==> config.mk <==
export PLATFORM = sky130hd
export DESIGN_NAME = stepper_move_stop_control
export DESIGN_NICKNAME = d
export VERILOG_FILES = /design/src/hw/stepper_move_stop_control.v /design/src/hw/pin_sync.v /design/src/hw/step_rate_gen.v
export VERILOG_INCLUDE_DIRS = /design/src /design/src/hw
export SDC_FILE = /design/constraint.sdc
export NUM_CORES = 1
export LEC_CHECK = 0
export BUFFER_PORTS_ARGS = -buffer_cell sky130_fd_sc_hd__buf_4
export CAP_MARGIN = 25
export CELL_PAD_IN_SITES_DETAIL_PLACEMENT = 0
export CELL_PAD_IN_SITES_GLOBAL_PLACEMENT = 1
export CORE_ASPECT_RATIO = 1.75
export CORE_MARGIN = 4
export CORE_UTILIZATION = 47
export CTS_CLUSTER_SIZE = 24
export DETAILED_ROUTE_END_ITERATION = 8
export PLACE_DENSITY = 0.9
export SETUP_SLACK_MARGIN = 0.15
export SLEW_MARGIN = 20
export SYNTH_ARGS = -nofsm -noshare
export SYNTH_HDL_FRONTEND = slang
export SYNTH_SLANG_ARGS = --single-unit
==> constraint.sdc <==
create_clock -name clk_sys -period 10.8 [get_ports clk_sys]
set_input_delay 0.54 -clock clk_sys [delete_from_list [all_inputs] [get_ports clk_sys]]
set_output_delay 0.54 -clock clk_sys [all_outputs]
set_load 0.005 [all_outputs]
==> src/hw/stepper_move_defs.vh <==
// constants shared by the stepper move and stop control block
`ifndef STEPPER_MOVE_DEFS_VH
`define STEPPER_MOVE_DEFS_VH

// clock and ramp timing
`define CLK_PERIOD_NS     8
`define CLK_HZ            (1000000000 / `CLK_PERIOD_NS)
`define RAMP_TICK_NS      1000
`define RAMP_TICK_CYCLES  (`RAMP_TICK_NS / `CLK_PERIOD_NS)

// offset and target range
`define OFFSET_MAX        32'h007fffff
`define OFFSET_MIN        32'hff800001

// command codes on cmd_code
`define CMD_RELATIVE      3'h0
`define CMD_ABSOLUTE      3'h1
`define CMD_JOG           3'h2
`define CMD_REGISTRATION  3'h3
`define CMD_PRESET        3'h4
`define CMD_RESET_ERRORS  3'h5

// reset values
`define POS_INVALID_RST   1'b1
`define POSITION_RST      32'h00000000
`define SPEED_RST         24'h000000

`endif

==> src/hw/stepper_move_stop_control.v <==
// move sequencing and stop handling for a stepper indexer
`timescale 1ns/1ps
`include "stepper_move_defs.vh"
module stepper_move_stop_control (
  // clock and reset
  input  wire        clk_sys,
  input  wire        rst,
  // host command word
  input  wire        cmd_start,
  input  wire [2:0]  cmd_code,
  input  wire        cmd_run,
  input  wire [31:0] cmd_target,
  input  wire [23:0] cmd_speed,
  input  wire [23:0] cmd_accel,
  input  wire [23:0] cmd_decel,
  // host control bits
  input  wire        hold_bit,
  input  wire        resume_bit,
  input  wire        immediate_stop_bit,
  // configuration
  input  wire [23:0] starting_speed,
  input  wire        estop_enable,
  input  wire        stop_jog_enable,
  // homing logic
  input  wire        homing_done,
  // pins
  input  wire        clockwise_end_switch,
  input  wire        counterclockwise_end_switch,
  input  wire        estop_pin,
  input  wire        stop_jog_pin,
  // motor drive
  output wire        step_pulse,
  output wire        step_dir_cw,
  // status to host
  output wire [31:0] motor_position,
  output wire [23:0] current_speed,
  output wire        position_invalid,
  output wire        in_hold,
  output wire        move_busy,
  output wire        clockwise_end_switch_error,
  output wire        counterclockwise_end_switch_error,
  output wire        cmd_refused,
  output wire        move_done
);

  localparam [4:0] ST_IDLE   = 5'h01;
  localparam [4:0] ST_ACCEL  = 5'h02;
  localparam [4:0] ST_CRUISE = 5'h04;
  localparam [4:0] ST_DECEL  = 5'h08;
  localparam [4:0] ST_HOLD   = 5'h10;
  localparam integer RAMP_LAST_I = `RAMP_TICK_CYCLES - 1;
  localparam [6:0]   RAMP_LAST   = RAMP_LAST_I[6:0];

  function free_run;
    input [2:0] kind;
    begin
      free_run = (kind == `CMD_JOG) || (kind == `CMD_REGISTRATION);
    end
  endfunction

  function hold_capable;
    input [2:0] kind;
    begin
      hold_capable = (kind == `CMD_RELATIVE) || (kind == `CMD_ABSOLUTE);
    end
  endfunction

  function [31:0] clamp_offset;
    input [31:0] v;
    begin
      if ($signed(v) > $signed(`OFFSET_MAX))
        clamp_offset = `OFFSET_MAX;
      else if ($signed(v) < $signed(`OFFSET_MIN))
        clamp_offset = `OFFSET_MIN;
      else
        clamp_offset = v;
    end
  endfunction

  // pin synchronisation and edges
  wire [3:0] pins_s;
  reg  [3:0] pin_prev_ff;
  reg  [2:0] host_prev_ff;
  wire       step_fire;

  pin_sync #(.W(4)) u_pin_sync (
    .clk_sys      (clk_sys),
    .rst          (rst),
    .pin_in       ({stop_jog_pin, estop_pin, counterclockwise_end_switch,
                    clockwise_end_switch}),
    .pin_sync_out (pins_s)
  );

  wire sw_cw       = pins_s[0];
  wire sw_ccw      = pins_s[1];
  wire cw_rise     = pins_s[0] & ~pin_prev_ff[0];
  wire ccw_rise    = pins_s[1] & ~pin_prev_ff[1];
  wire estop_evt   = estop_enable & pins_s[2] & ~pin_prev_ff[2];
  wire stopjog_evt = stop_jog_enable & pins_s[3] & ~pin_prev_ff[3];
  wire hold_evt    = hold_bit ^ host_prev_ff[0];
  wire resume_evt  = resume_bit & ~host_prev_ff[1];
  wire istop_evt   = immediate_stop_bit & ~host_prev_ff[2];

  // state and data registers
  reg [4:0]  state_ff,      nxt_state;
  reg [2:0]  kind_ff,       nxt_kind;
  reg        dir_cw_ff,     nxt_dir_cw;
  reg [32:0] remaining_ff,  nxt_remaining;
  reg [32:0] ramp_steps_ff, nxt_ramp_steps;
  reg [23:0] speed_ff,      nxt_speed;
  reg [23:0] prog_speed_ff, nxt_prog_speed;
  reg [23:0] accel_ff,      nxt_accel;
  reg [23:0] decel_ff,      nxt_decel;
  reg        stop_ff,       nxt_stop;
  reg        to_hold_ff,    nxt_to_hold;
  reg [31:0] position_ff,   nxt_position;
  reg        pos_invalid_ff, nxt_pos_invalid;
  reg        cw_err_ff,     nxt_cw_err;
  reg        ccw_err_ff,    nxt_ccw_err;
  reg        refused_ff,    nxt_refused;
  reg        done_ff,       nxt_done;
  reg [6:0]  ramp_cnt_ff;

  wire ramp_tick = (ramp_cnt_ff == RAMP_LAST);
  wire moving    = |(state_ff & (ST_ACCEL | ST_CRUISE | ST_DECEL));

  // start decode
  wire [31:0] tgt_clamped = clamp_offset(cmd_target);
  wire [32:0] rel_dist    = {tgt_clamped[31], tgt_clamped};
  wire [32:0] abs_dist    = {tgt_clamped[31], tgt_clamped} -
                            {position_ff[31], position_ff};
  wire [32:0] sel_dist    = (cmd_code == `CMD_ABSOLUTE) ? abs_dist : rel_dist;
  wire [32:0] sel_mag     = sel_dist[32] ? (33'h000000000 - sel_dist) : sel_dist;
  wire        pos_cw      = free_run(cmd_code) ? ~cmd_target[31]
                                               : (~sel_dist[32] & (|sel_dist));
  wire        dir_blocked = pos_cw ? cw_err_ff : ccw_err_ff;
  wire        on_limit    = pos_cw ? sw_cw : sw_ccw;

  // speed arithmetic
  wire [24:0] spd_up     = {1'b0, speed_ff} + {1'b0, accel_ff};
  wire [24:0] spd_dn     = {1'b0, speed_ff} - {1'b0, decel_ff};
  wire [23:0] eff_prog   = (prog_speed_ff < starting_speed) ? starting_speed
                                                            : prog_speed_ff;
  wire        at_start   = (speed_ff <= starting_speed);
  wire        last_step  = step_fire && (remaining_ff == 33'h000000001);

  // limit stop for the current move
  wire        lim_travel = dir_cw_ff ? sw_cw : sw_ccw;
  wire        lim_oppose = dir_cw_ff ? ccw_rise : cw_rise;
  wire        limit_stop = free_run(kind_ff) ? lim_travel
                                             : (lim_travel | lim_oppose);
  wire        imm_stop   = istop_evt | estop_evt | limit_stop;

  always @* begin
    nxt_state       = state_ff;
    nxt_kind        = kind_ff;
    nxt_dir_cw      = dir_cw_ff;
    nxt_remaining   = remaining_ff;
    nxt_ramp_steps  = ramp_steps_ff;
    nxt_speed       = speed_ff;
    nxt_prog_speed  = prog_speed_ff;
    nxt_accel       = accel_ff;
    nxt_decel       = decel_ff;
    nxt_stop        = stop_ff;
    nxt_to_hold     = to_hold_ff;
    nxt_position    = position_ff;
    nxt_pos_invalid = pos_invalid_ff;
    nxt_cw_err      = cw_err_ff;
    nxt_ccw_err     = ccw_err_ff;
    nxt_refused     = 1'b0;
    nxt_done        = 1'b0;

    // position follows every emitted step
    if (step_fire) begin
      if (dir_cw_ff)
        nxt_position = position_ff + 32'h00000001;
      else
        nxt_position = position_ff - 32'h00000001;
      nxt_remaining = remaining_ff - 33'h000000001;
      if (state_ff == ST_ACCEL)
        nxt_ramp_steps = ramp_steps_ff + 33'h000000001;
    end

    // host commands taken while no move is running, reset errors at any time
    if (cmd_start) begin
      if (cmd_code == `CMD_RESET_ERRORS) begin
        nxt_cw_err  = 1'b0;
        nxt_ccw_err = 1'b0;
      end else if (moving) begin
        nxt_refused = 1'b1;
      end else if (cmd_code == `CMD_PRESET) begin
        nxt_position    = cmd_target;
        nxt_pos_invalid = 1'b0;
        nxt_state       = ST_IDLE;
      end else if (cmd_code > `CMD_REGISTRATION) begin
        nxt_refused = 1'b1;
      end else if ((cmd_code == `CMD_ABSOLUTE) && pos_invalid_ff) begin
        nxt_refused = 1'b1;
      end else if (dir_blocked || (free_run(cmd_code) && on_limit)) begin
        nxt_refused = 1'b1;
      end else if (!free_run(cmd_code) && (sel_mag == 33'h000000000)) begin
        nxt_state = ST_IDLE;
        nxt_done  = 1'b1;
      end else begin
        // a held move is simply overwritten here
        nxt_state      = ST_ACCEL;
        nxt_kind       = cmd_code;
        nxt_dir_cw     = pos_cw;
        nxt_remaining  = sel_mag;
        nxt_ramp_steps = 33'h000000000;
        nxt_speed      = starting_speed;
        nxt_prog_speed = cmd_speed;
        nxt_accel      = cmd_accel;
        nxt_decel      = cmd_decel;
        nxt_stop       = 1'b0;
        nxt_to_hold    = 1'b0;
      end
    end

    case (state_ff)
      ST_IDLE: begin
        nxt_speed = nxt_speed;
      end
      ST_ACCEL, ST_CRUISE: begin
        if (state_ff == ST_ACCEL && ramp_tick) begin
          if (spd_up[23:0] >= eff_prog || spd_up[24]) begin
            nxt_speed = eff_prog;
            nxt_state = ST_CRUISE;
          end else begin
            nxt_speed = spd_up[23:0];
          end
        end
        // ramp steps double as the distance needed to slow down
        if (!free_run(kind_ff) && (remaining_ff <= ramp_steps_ff))
          nxt_state = ST_DECEL;
        if (hold_evt) begin
          nxt_state   = ST_DECEL;
          nxt_stop    = 1'b1;
          nxt_to_hold = hold_capable(kind_ff);
        end
        if (free_run(kind_ff) && (stopjog_evt || !cmd_run)) begin
          nxt_state = ST_DECEL;
          nxt_stop  = 1'b1;
        end
      end
      ST_DECEL: begin
        if (ramp_tick) begin
          if (spd_dn[24] || spd_dn[23:0] < starting_speed)
            nxt_speed = starting_speed;
          else
            nxt_speed = spd_dn[23:0];
        end
        if (hold_evt && hold_capable(kind_ff)) begin
          nxt_stop    = 1'b1;
          nxt_to_hold = 1'b1;
        end
        if (stop_ff && at_start) begin
          nxt_state = to_hold_ff ? ST_HOLD : ST_IDLE;
          nxt_done  = ~to_hold_ff;
        end
      end
      ST_HOLD: begin
        if (resume_evt && !(cmd_start && !moving)) begin
          // remaining distance and direction are kept from the hold
          nxt_state      = ST_ACCEL;
          nxt_speed      = starting_speed;
          nxt_ramp_steps = 33'h000000000;
          nxt_prog_speed = cmd_speed;
          nxt_accel      = cmd_accel;
          nxt_decel      = cmd_decel;
          nxt_stop       = 1'b0;
          nxt_to_hold    = 1'b0;
        end
      end
      default: begin
        nxt_state = ST_IDLE;
      end
    endcase

    // the target ends any move that counts steps
    if (moving && !free_run(kind_ff) && last_step) begin
      nxt_state = ST_IDLE;
      nxt_done  = 1'b1;
    end

    // immediate stops override everything else
    if ((moving && imm_stop) || (state_ff == ST_HOLD && (istop_evt || estop_evt))) begin
      nxt_state       = ST_IDLE;
      nxt_speed       = `SPEED_RST;
      nxt_remaining   = 33'h000000000;
      nxt_to_hold     = 1'b0;
    end
    if (moving && limit_stop) begin
      if (dir_cw_ff && sw_cw)
        nxt_cw_err = 1'b1;
      if (!dir_cw_ff && sw_ccw)
        nxt_ccw_err = 1'b1;
    end

    // invalidation is applied last so it wins over preset or homing
    if (homing_done) begin
      nxt_position    = `POSITION_RST;
      nxt_pos_invalid = 1'b0;
    end
    if ((moving && imm_stop) || (state_ff == ST_HOLD && (istop_evt || estop_evt)))
      nxt_pos_invalid = 1'b1;
  end

  always @(posedge clk_sys or posedge rst) begin
    if (rst) begin
      state_ff       <= ST_IDLE;
      kind_ff        <= `CMD_RELATIVE;
      dir_cw_ff      <= 1'b1;
      remaining_ff   <= 33'h000000000;
      ramp_steps_ff  <= 33'h000000000;
      speed_ff       <= `SPEED_RST;
      prog_speed_ff  <= `SPEED_RST;
      accel_ff       <= `SPEED_RST;
      decel_ff       <= `SPEED_RST;
      stop_ff        <= 1'b0;
      to_hold_ff     <= 1'b0;
      position_ff    <= `POSITION_RST;
      pos_invalid_ff <= `POS_INVALID_RST;
      cw_err_ff      <= 1'b0;
      ccw_err_ff     <= 1'b0;
      refused_ff     <= 1'b0;
      done_ff        <= 1'b0;
      ramp_cnt_ff    <= 7'h00;
      pin_prev_ff    <= 4'h0;
      host_prev_ff   <= 3'h0;
    end else begin
      state_ff       <= nxt_state;
      kind_ff        <= nxt_kind;
      dir_cw_ff      <= nxt_dir_cw;
      remaining_ff   <= nxt_remaining;
      ramp_steps_ff  <= nxt_ramp_steps;
      speed_ff       <= nxt_speed;
      prog_speed_ff  <= nxt_prog_speed;
      accel_ff       <= nxt_accel;
      decel_ff       <= nxt_decel;
      stop_ff        <= nxt_stop;
      to_hold_ff     <= nxt_to_hold;
      position_ff    <= nxt_position;
      pos_invalid_ff <= nxt_pos_invalid;
      cw_err_ff      <= nxt_cw_err;
      ccw_err_ff     <= nxt_ccw_err;
      refused_ff     <= nxt_refused;
      done_ff        <= nxt_done;
      ramp_cnt_ff    <= ramp_tick ? 7'h00 : ramp_cnt_ff + 7'h01;
      pin_prev_ff    <= pins_s;
      host_prev_ff   <= {immediate_stop_bit, resume_bit, hold_bit};
    end
  end

  // run follows the next state so the last step is never doubled
  wire gen_run = |(nxt_state & (ST_ACCEL | ST_CRUISE | ST_DECEL));

  step_rate_gen u_step_rate_gen (
    .clk_sys  (clk_sys),
    .rst      (rst),
    .run      (gen_run),
    .speed    (speed_ff),
    .step_out (step_fire)
  );

  assign step_pulse       = step_fire;
  assign step_dir_cw      = dir_cw_ff;
  assign motor_position   = position_ff;
  assign current_speed    = speed_ff;
  assign position_invalid = pos_invalid_ff;
  assign in_hold          = state_ff[4];
  assign move_busy        = moving;
  assign clockwise_end_switch_error   = cw_err_ff;
  assign counterclockwise_end_switch_error  = ccw_err_ff;
  assign cmd_refused      = refused_ff;
  assign move_done        = done_ff;

endmodule

==> src/hw/pin_sync.v <==
// two-stage synchroniser for asynchronous pin inputs
`timescale 1ns/1ps
module pin_sync #(
  parameter W = 4
) (
  // clock and reset
  input  wire         clk_sys,
  input  wire         rst,
  // pins in, synchronised levels out
  input  wire [W-1:0] pin_in,
  output wire [W-1:0] pin_sync_out
);

  reg [W-1:0] stage1_ff;
  reg [W-1:0] stage2_ff;

  // stage1 feeds stage2 only, to keep metastability out of the logic
  always @(posedge clk_sys or posedge rst) begin
    if (rst) begin
      stage1_ff <= {W{1'b0}};
      stage2_ff <= {W{1'b0}};
    end else begin
      stage1_ff <= pin_in;
      stage2_ff <= stage1_ff;
    end
  end

  assign pin_sync_out = stage2_ff;

endmodule

==> src/hw/step_rate_gen.v <==
// step pulse generator: fractional accumulator at steps per second
`timescale 1ns/1ps
`include "stepper_move_defs.vh"
module step_rate_gen (
  // clock and reset
  input  wire        clk_sys,
  input  wire        rst,
  // rate control
  input  wire        run,
  input  wire [23:0] speed,
  // step out
  output wire        step_out
);

  reg  [31:0] acc_ff;
  reg         step_ff;
  wire [31:0] sum;

  assign sum = acc_ff + {8'h00, speed};

  // dropping run clears the phase so no stray step follows a stop
  always @(posedge clk_sys or posedge rst) begin
    if (rst) begin
      acc_ff  <= 32'h00000000;
      step_ff <= 1'b0;
    end else if (!run) begin
      acc_ff  <= 32'h00000000;
      step_ff <= 1'b0;
    end else if (sum >= `CLK_HZ) begin
      acc_ff  <= sum - `CLK_HZ;
      step_ff <= 1'b1;
    end else begin
      acc_ff  <= sum;
      step_ff <= 1'b0;
    end
  end

  assign step_out = step_ff;

endmodule

# ---- Yosys cells after proc, flatten, opt, wreduce, memory -nomap -nowiden
# Cells that the tools add are included.
dict set report op_classes {
  add_sub_neg 11
  order_cmp 9
  eq_ne 17
  n_mux 167
  bitwise_logic 29
  reduce_logical 43
}
# op n
set op_table {}
lappend op_table {{24-bit two-way mux} 45}
lappend op_table {{33-bit two-way mux} 24}
lappend op_table {{32-bit two-way mux} 11}
lappend op_table {{5-bit two-way mux} 17}
lappend op_table {{24-bit one-hot mux with 3 select lines} 1}
lappend op_table {{1-bit two-way mux} 64}
lappend op_table {{24-bit less-than comparator} 2}
lappend op_table {{33-bit by 1-bit adder with 33-bit output, second input constant} 1}
lappend op_table {{33-bit by 1-bit == test with 1-bit output, second input constant} 1}
lappend op_table {{33-bit less-or-equal comparator} 1}
lappend op_table {{33-bit zero test} 1}
lappend op_table {{33-bit OR reduction} 1}
lappend op_table {{1-bit by 33-bit subtractor with 33-bit output, first input constant} 1}
lappend op_table {{32-bit by 32-bit subtractor with 33-bit output} 1}
lappend op_table {{33-bit by 1-bit subtractor with 33-bit output, second input constant} 1}
lappend op_table {{32-bit by 1-bit adder with 32-bit output, second input constant} 1}
lappend op_table {{32-bit by 24-bit adder with 32-bit output} 1}
lappend op_table {{32-bit by 27-bit >= comparator with 1-bit output, second input constant} 1}
lappend op_table {{32-bit by 24-bit greater-than comparator with 1-bit output, second input constant} 1}
lappend op_table {{32-bit by 24-bit less-than comparator with 1-bit output, second input constant} 1}
lappend op_table {{32-bit by 1-bit subtractor with 32-bit output, second input constant} 1}
lappend op_table {{32-bit by 27-bit subtractor with 32-bit output, second input constant} 1}
lappend op_table {{24-bit by 24-bit adder with 25-bit output} 1}
lappend op_table {{24-bit by 24-bit subtractor with 25-bit output} 1}
lappend op_table {{31 further kinds} 95}
dict set report totals {
  reg_bits 265
  word_cells 300
}

# ---- Depth between registers and ports, before layout
dict set report depth {
  depth_word 28
  mapped_depth 32
  ltp_nobuf 30
}

# ---- Cells and area by module
# Synthesis repeated with hierarchy kept, for this count alone.
dict set report hier_totals {
  hier_cells 3271
  hier_area_um2 26466.6
}
# mod n_inst cells_each area_per_inst_um2
set by_module_without_submodules {}
lappend by_module_without_submodules {stepper_move_stop_control 1 2813 22580.4}
lappend by_module_without_submodules {step_rate_gen 1 449 3682.3}
lappend by_module_without_submodules {pin_sync 1 9 203.9}

# ---- Least setup slack after synthesis
# No wires, ideal clock.
dict set report synth_timing {
  kind {input port to flip-flop}
  start {input cmd_target[16]}
  end {register u_step_rate_gen.step_ff (netlist: u_step_rate_gen.step_out)}
  setup_time_ns 0.133
  arrival_time_ns 6.518
  t_required_ns 10.667
  slack_ns 4.149
  stages 28
  path_buffers 4
  path_cell_list {nor4_1 > nand4_1 > o21ai_0 > ha_1 > clkbuf_1 > clkbuf_1 > clkbuf_1 > nor3_1 > ha_1 > inv_1 > fa_1 > a21o_1 > and4_1 > o21ai_2 > o21ai_1 > a311o_1 > a211oi_2 > o211ai_1 > nor4_2 > a41oi_1 > xnor2_1 > nor4_1 > and4b_4 > o21bai_1 > o221a_1 > nor3_4 > buf_6 > nor2_1}
}
dict set report synth_between {
  elab_chain_cells 28
  word_cells_on_any_way 38
  classes_between {add/sub (2); order compare (2); mux (26); bitwise (2); reduce/logical (6)}
}
# item line_no
set synth_rtl {}
lappend synth_rtl {{start, declared} stepper_move_stop_control.v:12} ;# input wire [31:0] cmd_target,
lappend synth_rtl {{32-bit by 24-bit less-than comparator with 1-bit output} stepper_move_stop_control.v:73} ;# else if ($signed(v) < $signed(`OFFSET_MIN))
lappend synth_rtl {{32-bit two-way mux} stepper_move_stop_control.v:73}
lappend synth_rtl {{32-bit two-way mux (*)} stepper_move_stop_control.v:71} ;# if ($signed(v) > $signed(`OFFSET_MAX))
lappend synth_rtl {{32-bit by 32-bit subtractor with 33-bit output} stepper_move_stop_control.v:130} ;# wire [32:0] abs_dist = {tgt_clamped[31], tgt_clamped} -
lappend synth_rtl {{33-bit two-way mux (*)} stepper_move_stop_control.v:132} ;# wire [32:0] sel_dist = (cmd_code == `CMD_ABSOLUTE) ? abs_dist : rel_dist;
lappend synth_rtl {{parallel branches: the longest is 6 deep, another holds 1-bit by 33-bit subtractor with 33-bit output} --}
lappend synth_rtl {{5-bit two-way mux (*)} stepper_move_stop_control.v:199} ;# end else if (dir_blocked || (free_run(cmd_code) && on_limit)) begin
lappend synth_rtl {{5-bit two-way mux (*)} stepper_move_stop_control.v:197} ;# end else if ((cmd_code == `CMD_ABSOLUTE) && pos_invalid_ff) begin
lappend synth_rtl {{[8 not listed]} --}
lappend synth_rtl {{5-bit two-way mux} stepper_move_stop_control.v:236} ;# if (hold_evt) begin
lappend synth_rtl {{5-bit two-way mux} stepper_move_stop_control.v:241} ;# if (free_run(kind_ff) && (stopjog_evt || !cmd_run)) begin
lappend synth_rtl {{5-bit one-hot mux with 4 select lines (*)} stepper_move_stop_control.v:220} ;# case (state_ff)
lappend synth_rtl {{5-bit two-way mux (*)} stepper_move_stop_control.v:281} ;# if (moving && !free_run(kind_ff) && last_step) begin
lappend synth_rtl {{5-bit two-way mux (*)} stepper_move_stop_control.v:287} ;# if ((moving && imm_stop) || (state_ff == ST_HOLD && (istop_evt || estop_evt))) begin
lappend synth_rtl {{via nxt_state[1]} stepper_move_stop_control.v:105} ;# reg [4:0] state_ff, nxt_state;
lappend synth_rtl {{3-bit OR reduction (*)} stepper_move_stop_control.v:356} ;# wire gen_run = |(nxt_state & (ST_ACCEL | ST_CRUISE | ST_DECEL));
lappend synth_rtl {{1-bit two-way mux (*)} step_rate_gen.v:26} ;# end else if (!run) begin
lappend synth_rtl {{end signal, assigned} step_rate_gen.v:25} ;# step_ff <= 1'b0;
lappend synth_rtl {{end signal, assigned} step_rate_gen.v:28} ;# step_ff <= 1'b0;
lappend synth_rtl {{end signal, assigned} step_rate_gen.v:31} ;# step_ff <= 1'b1;
lappend synth_rtl {{end, declared} step_rate_gen.v:16} ;# reg step_ff;
# Mark *: on every way through the listed nets, which the timed path passes.
# A chain may end at the register's enable or synchronous reset.

# ---- Worst setup path in the final report
dict set report layout_timing {
  start {input cmd_target[13]}
  end {register speed_ff[17] (netlist: current_speed[17])}
}
dict set report layout_between {
  elab_chain_cells 21
  word_cells_on_any_way 31
  classes_between {add/sub (2); order compare (2); mux (20); bitwise (2); reduce/logical (5)}
}
# item line_no
set layout_rtl {}
lappend layout_rtl {{32-bit by 24-bit less-than comparator with 1-bit output} stepper_move_stop_control.v:73}
lappend layout_rtl {{32-bit two-way mux} stepper_move_stop_control.v:73}
lappend layout_rtl {{32-bit two-way mux (*)} stepper_move_stop_control.v:71}
lappend layout_rtl {{32-bit by 32-bit subtractor with 33-bit output} stepper_move_stop_control.v:130}
lappend layout_rtl {{33-bit two-way mux (*)} stepper_move_stop_control.v:132}
lappend layout_rtl {{parallel branches: the longest is 6 deep, another holds 1-bit by 33-bit subtractor with 33-bit output} --}
lappend layout_rtl {{24-bit two-way mux (*)} stepper_move_stop_control.v:199}
lappend layout_rtl {{24-bit two-way mux (*)} stepper_move_stop_control.v:197}
lappend layout_rtl {{24-bit two-way mux (*)} stepper_move_stop_control.v:195} ;# end else if (cmd_code > `CMD_REGISTRATION) begin
lappend layout_rtl {{24-bit two-way mux (*)} stepper_move_stop_control.v:191} ;# end else if (cmd_code == `CMD_PRESET) begin
lappend layout_rtl {{24-bit two-way mux (*)} stepper_move_stop_control.v:189} ;# end else if (moving) begin
lappend layout_rtl {{24-bit two-way mux (*)} stepper_move_stop_control.v:186} ;# if (cmd_code == `CMD_RESET_ERRORS) begin
lappend layout_rtl {{24-bit two-way mux (*)} stepper_move_stop_control.v:185} ;# if (cmd_start) begin
lappend layout_rtl {{24-bit two-way mux, on equally long branches} {stepper_move_stop_control.v:263, stepper_move_stop_control.v:225, stepper_move_stop_control.v:247}}
lappend layout_rtl {{24-bit one-hot mux with 3 select lines (*)} stepper_move_stop_control.v:220}
lappend layout_rtl {{24-bit two-way mux (*)} stepper_move_stop_control.v:287}
lappend layout_rtl {{via nxt_speed[17]} stepper_move_stop_control.v:110} ;# reg [23:0] speed_ff, nxt_speed;
lappend layout_rtl {{end signal, assigned} stepper_move_stop_control.v:316} ;# speed_ff <= `SPEED_RST;
lappend layout_rtl {{end signal, assigned} stepper_move_stop_control.v:337} ;# speed_ff <= nxt_speed;
lappend layout_rtl {{end, declared} stepper_move_stop_control.v:110}
# Marked as above.

==> results_dict.tcl <==
set metrics [dict create \
    cap_violations 0 \
    antenna_found_initial 7 \
    cp-start-kind "input pin" \
    timing.final.crit_share_pct 82.06 \
    clock_power_share_pct 14.6 \
    first_iter_violations 1568 \
    swShare_pct 49.29 \
    finalSetupViolCount 0 \
    p_per_area_nw_per_um2 270.6 \
    critPathKind "in -> reg" \
    cts_sinks 264 \
    timing.rr.end "current_speed[8]" \
    core_um2 54150 \
    cts.clk_slew.worst_paths_ps 70 \
    clk_latency_ps 600 \
    hpwl_mm 75.23 \
    routedWlPerCell_um 24.36 \
    synth_top_family_by_area "compound AO/OA/AOI/OAI gates" \
    power_switching_w 0.003863 \
    drive_above_1_share_pct 12.88 \
    p_comb_share_pct 64.4 \
    setup_tns_ps 0 \
    tightest_slew_ps 1055 \
    p_int_w 0.003974 \
    hold_viol_final 0 \
    drc 0 \
    clock_path_buffers 3 \
    cts_setup_buffers 0 \
    regArea_um2 6611 \
    root_buffer "clkbuf_16" \
    synth.cell_area_um2 25640 \
    finalWorstSetupSlack_ps 1937 \
    synth_edf_count 0 \
    clock_skew_ps 11.82 \
    htreeDepth 1 \
    hold_path_startpoint "clockwise_end_switch" \
    synthXorXnorAreaFrac_pct 7.343 \
    grt_overflow 0 \
    p_total_w 0.007837 \
    multiInputGateArea_um2 17800 \
    synth_compound_area_share_pct 23.42 \
    syn_nets 3552 \
    hp-class "in -> reg" \
    fin_area_um2 28960 \
    std_cell_rows 113 \
    numCtsBuffers 30 \
    wirelength_mm 97.26 \
    muxShareOfSynthArea_pct 4.611 \
    drtPass1Iterations 7 \
    synthCells 3131 \
    yosysSeqAreaShare_pct 25.78 \
    dp_cells 3933 \
    rsz0062_at_grt "false" \
    vdd_drop_max_v 0.0003844 \
    dpl_worst_slack_ps 1174 \
    final-instance-count-excl-fill 3993 \
    worst-r2r-setup-slack_ps 3200 \
    syn_to_final_growth_pct 12.93 \
    die_h_um 317 \
    post-route-min-period_ps 8863 \
    grt_usage_pct 32.48 \
    postCtsHoldBufs 0 \
    cp.arrival_ps 9360 \
    synth-simple-area-share_pct 20.21 \
    cts_tree "yes" \
    cp.required_ps 11290 \
    vias 25490 \
    grt_max_degree 129 \
    r2r_cells 27 \
    maxSlewHeadroom_pct 29.01 \
    dpl_cell_area_um2 27850 \
    ctsResizeCount 0 \
    yosys_register_bits 264 \
    grt_pass1_wl_mm 147.0 \
    fin_nets 3696 \
    status "finished clean" \
    syn_avg_cell_area_um2 8.190 \
    dieWidth_um 184.6 \
    power.leakage_nw 12.64 \
    pwr-share-seq_pct 21.0 \
    cp_max_fo 35 \
    initial_core_util_pct 47.36 \
    fmax_mhz 112.8 \
    synth_ff_type "dfrtp_1" \
    holdPathEnd "u_pin_sync.stage1_ff[0]" \
    synth_adder_area_share_pct 13.61 \
    async_flop_share_pct 100.0 \
    whs_path_depth 1 \
    ant_nets 0 \
    timing.rr.start "prog_speed_ff[1]" \
    place.gp.congestion 1.076 \
    fillers 5118 \
    io_buffers 209 \
    die_area_um2 58510 \
    vias_per_cell 6.384 \
    end_kind "flip-flop" \
    ys_types 103 \
    yosys_warnings 0 \
    grt_pass1_vias 26041 \
    drv_slew 0 \
    pin_count 210 \
]
## critical path, cell delays in order
cell and delay [ps]:
buf_4 130, nor4_1 800, nand4_1 320, o21ai_0 280, ha_2 510, nor3_1 330
ha_1 230, inv_1 60, fa_1 430, a21o_1 230, and4_1 230, o21ai_2 310
o21ai_1 280, a311o_1 410, a211oi_2 390, o211ai_1 240, nor4_2 560, a41oi_1 220
xnor2_1 210, nor4_1 460, and4b_4 600, o21ai_1 100, buf_4 240, nand2_1 570
o221ai_1 260, a311oi_1 350
## cells in the final DEF, fill, tap and decap left out, drive strengths merged, types with 14 or more instances in the layout
cell and count:
a211o 14, nand2 209, nand3 64, nor4 34, nor2 347, mux2 57, a31oi 21, a211oi 103
inv 186, o21ai 178, xnor2 160, o221ai 21, or2 22, buf 247, a21oi 196, xor2 55
a221oi 31, o21bai 28, nor3 127, ha 271, nand2b 44, dfrtp 261, a311oi 15, a21o 65
mux2i 54, nand4 39, o211ai 19, and2 17, o31ai 16, nor2b 39, and3 35, clkbuf 45
o21a 61, or3 26
## registers in the layout, indices dropped and copies added (netlist names), 5 cells and up
name                    cells
prog_speed_ff              24
current_speed              24
ramp_cnt_ff                 7
remaining_ff               33
state_ff                    5
decel_ff                   24
motor_position             32
ramp_steps_ff              33
accel_ff                   24
u_step_rate_gen.acc_ff     32
## worst max path at each step
stage / to / slack, ps / depth (start not counted) / start
detailed placement: current_speed[17] / 1170 / 26 / cmd_target[16]
global placement: current_speed[15] / 1410 / 26 / cmd_target[16]
CTS: current_speed[17] / 1760 / 26 / cmd_target[16]
floorplan: accel_ff[0] / 3000 / 1 / rst
global route: current_speed[21] / 1400 / 25 / cmd_target[16]
finish: current_speed[17] / 1940 / 26 / cmd_target[13]
## power groups by stage
stage / registers (W) / logic, W / clock network [W]
after floorplan: 0.00150 / 0.00353 / 0
after global placement: 0.00162 / 0.00475 / 0
after detailed placement: 0.00163 / 0.00492 / 0
after CTS: 0.00162 / 0.00495 / 0.00116
after global routing: 0.00166 / 0.00557 / 0.00120
final: 0.00164 / 0.00505 / 0.00115
## kinds of logic after synthesis
family | Yosys count
AOI/OAI and AO/OA | 887
xor gates and xnor gates | 215
adders and majority gates | 276
buffers and inverters | 321
DFF | 264
muxes | 111
and+or+nand+nor | 1057
## layer usage
metal | up-vias | track usage, % | part of all wire, %
met5 | - | 0 | 0.033
met4 | 6 | 28.67 | 11
met3 | 502 | 6.786 | 7.0
met2 | 1177 | 58.06 | 49
met1 | 12025 | 30.93 | 32
li1 | 11780 | - | -
## Yosys cell counts, types with 28 or more instances
cell type  count  area, um^2
nor3_1       125       625.6
a21o_1        65       488.0
nor2b_1       39       244.0
mux2_2        56       630.6
nand4_1       39       244.0
a211oi_1     102       765.7
and3_1        35       219.0
nand2b_1      44       275.3
o21a_1        61       457.9
xnor2_1      160        1401
nand3_1       63       315.3
nor2_1       346        1299
o21ai_0      171       855.8
nand2_1      208       780.8
ha_1         271        3391
nor4_1        31       193.9
dfrtp_1      261        6531
o21bai_1      28       210.2
mux2i_1       54       540.5
clkbuf_1      90       337.8
a21oi_1      196       980.9
xor2_1        55       481.7
inv_1        185       694.4
a221oi_1      31       271.5
## stage by stage
stage / hold slack (ps) / utilization, %
after global routing: 28.46 / 53.46
after detailed placement: 335.5 / 51.44
after floorplan: 331.2 / -
final: 46.47 / 53.48
after CTS: 19.61 / 53.44
after global placement: 333.1 / 51.39
## final cells by class
type	instances	area share (%)
Antenna cell	4	0.03457
Timing Repair Buffer	247	6.503
Clock buffer	45	3.102
Tap cell	690	2.981
Sequential cell	264	22.83
Clock inverter	11	0.6438
Multi-Input combinational cell	2546	61.47
Inverter	186	2.437
(Power assumes the default switching activity.)
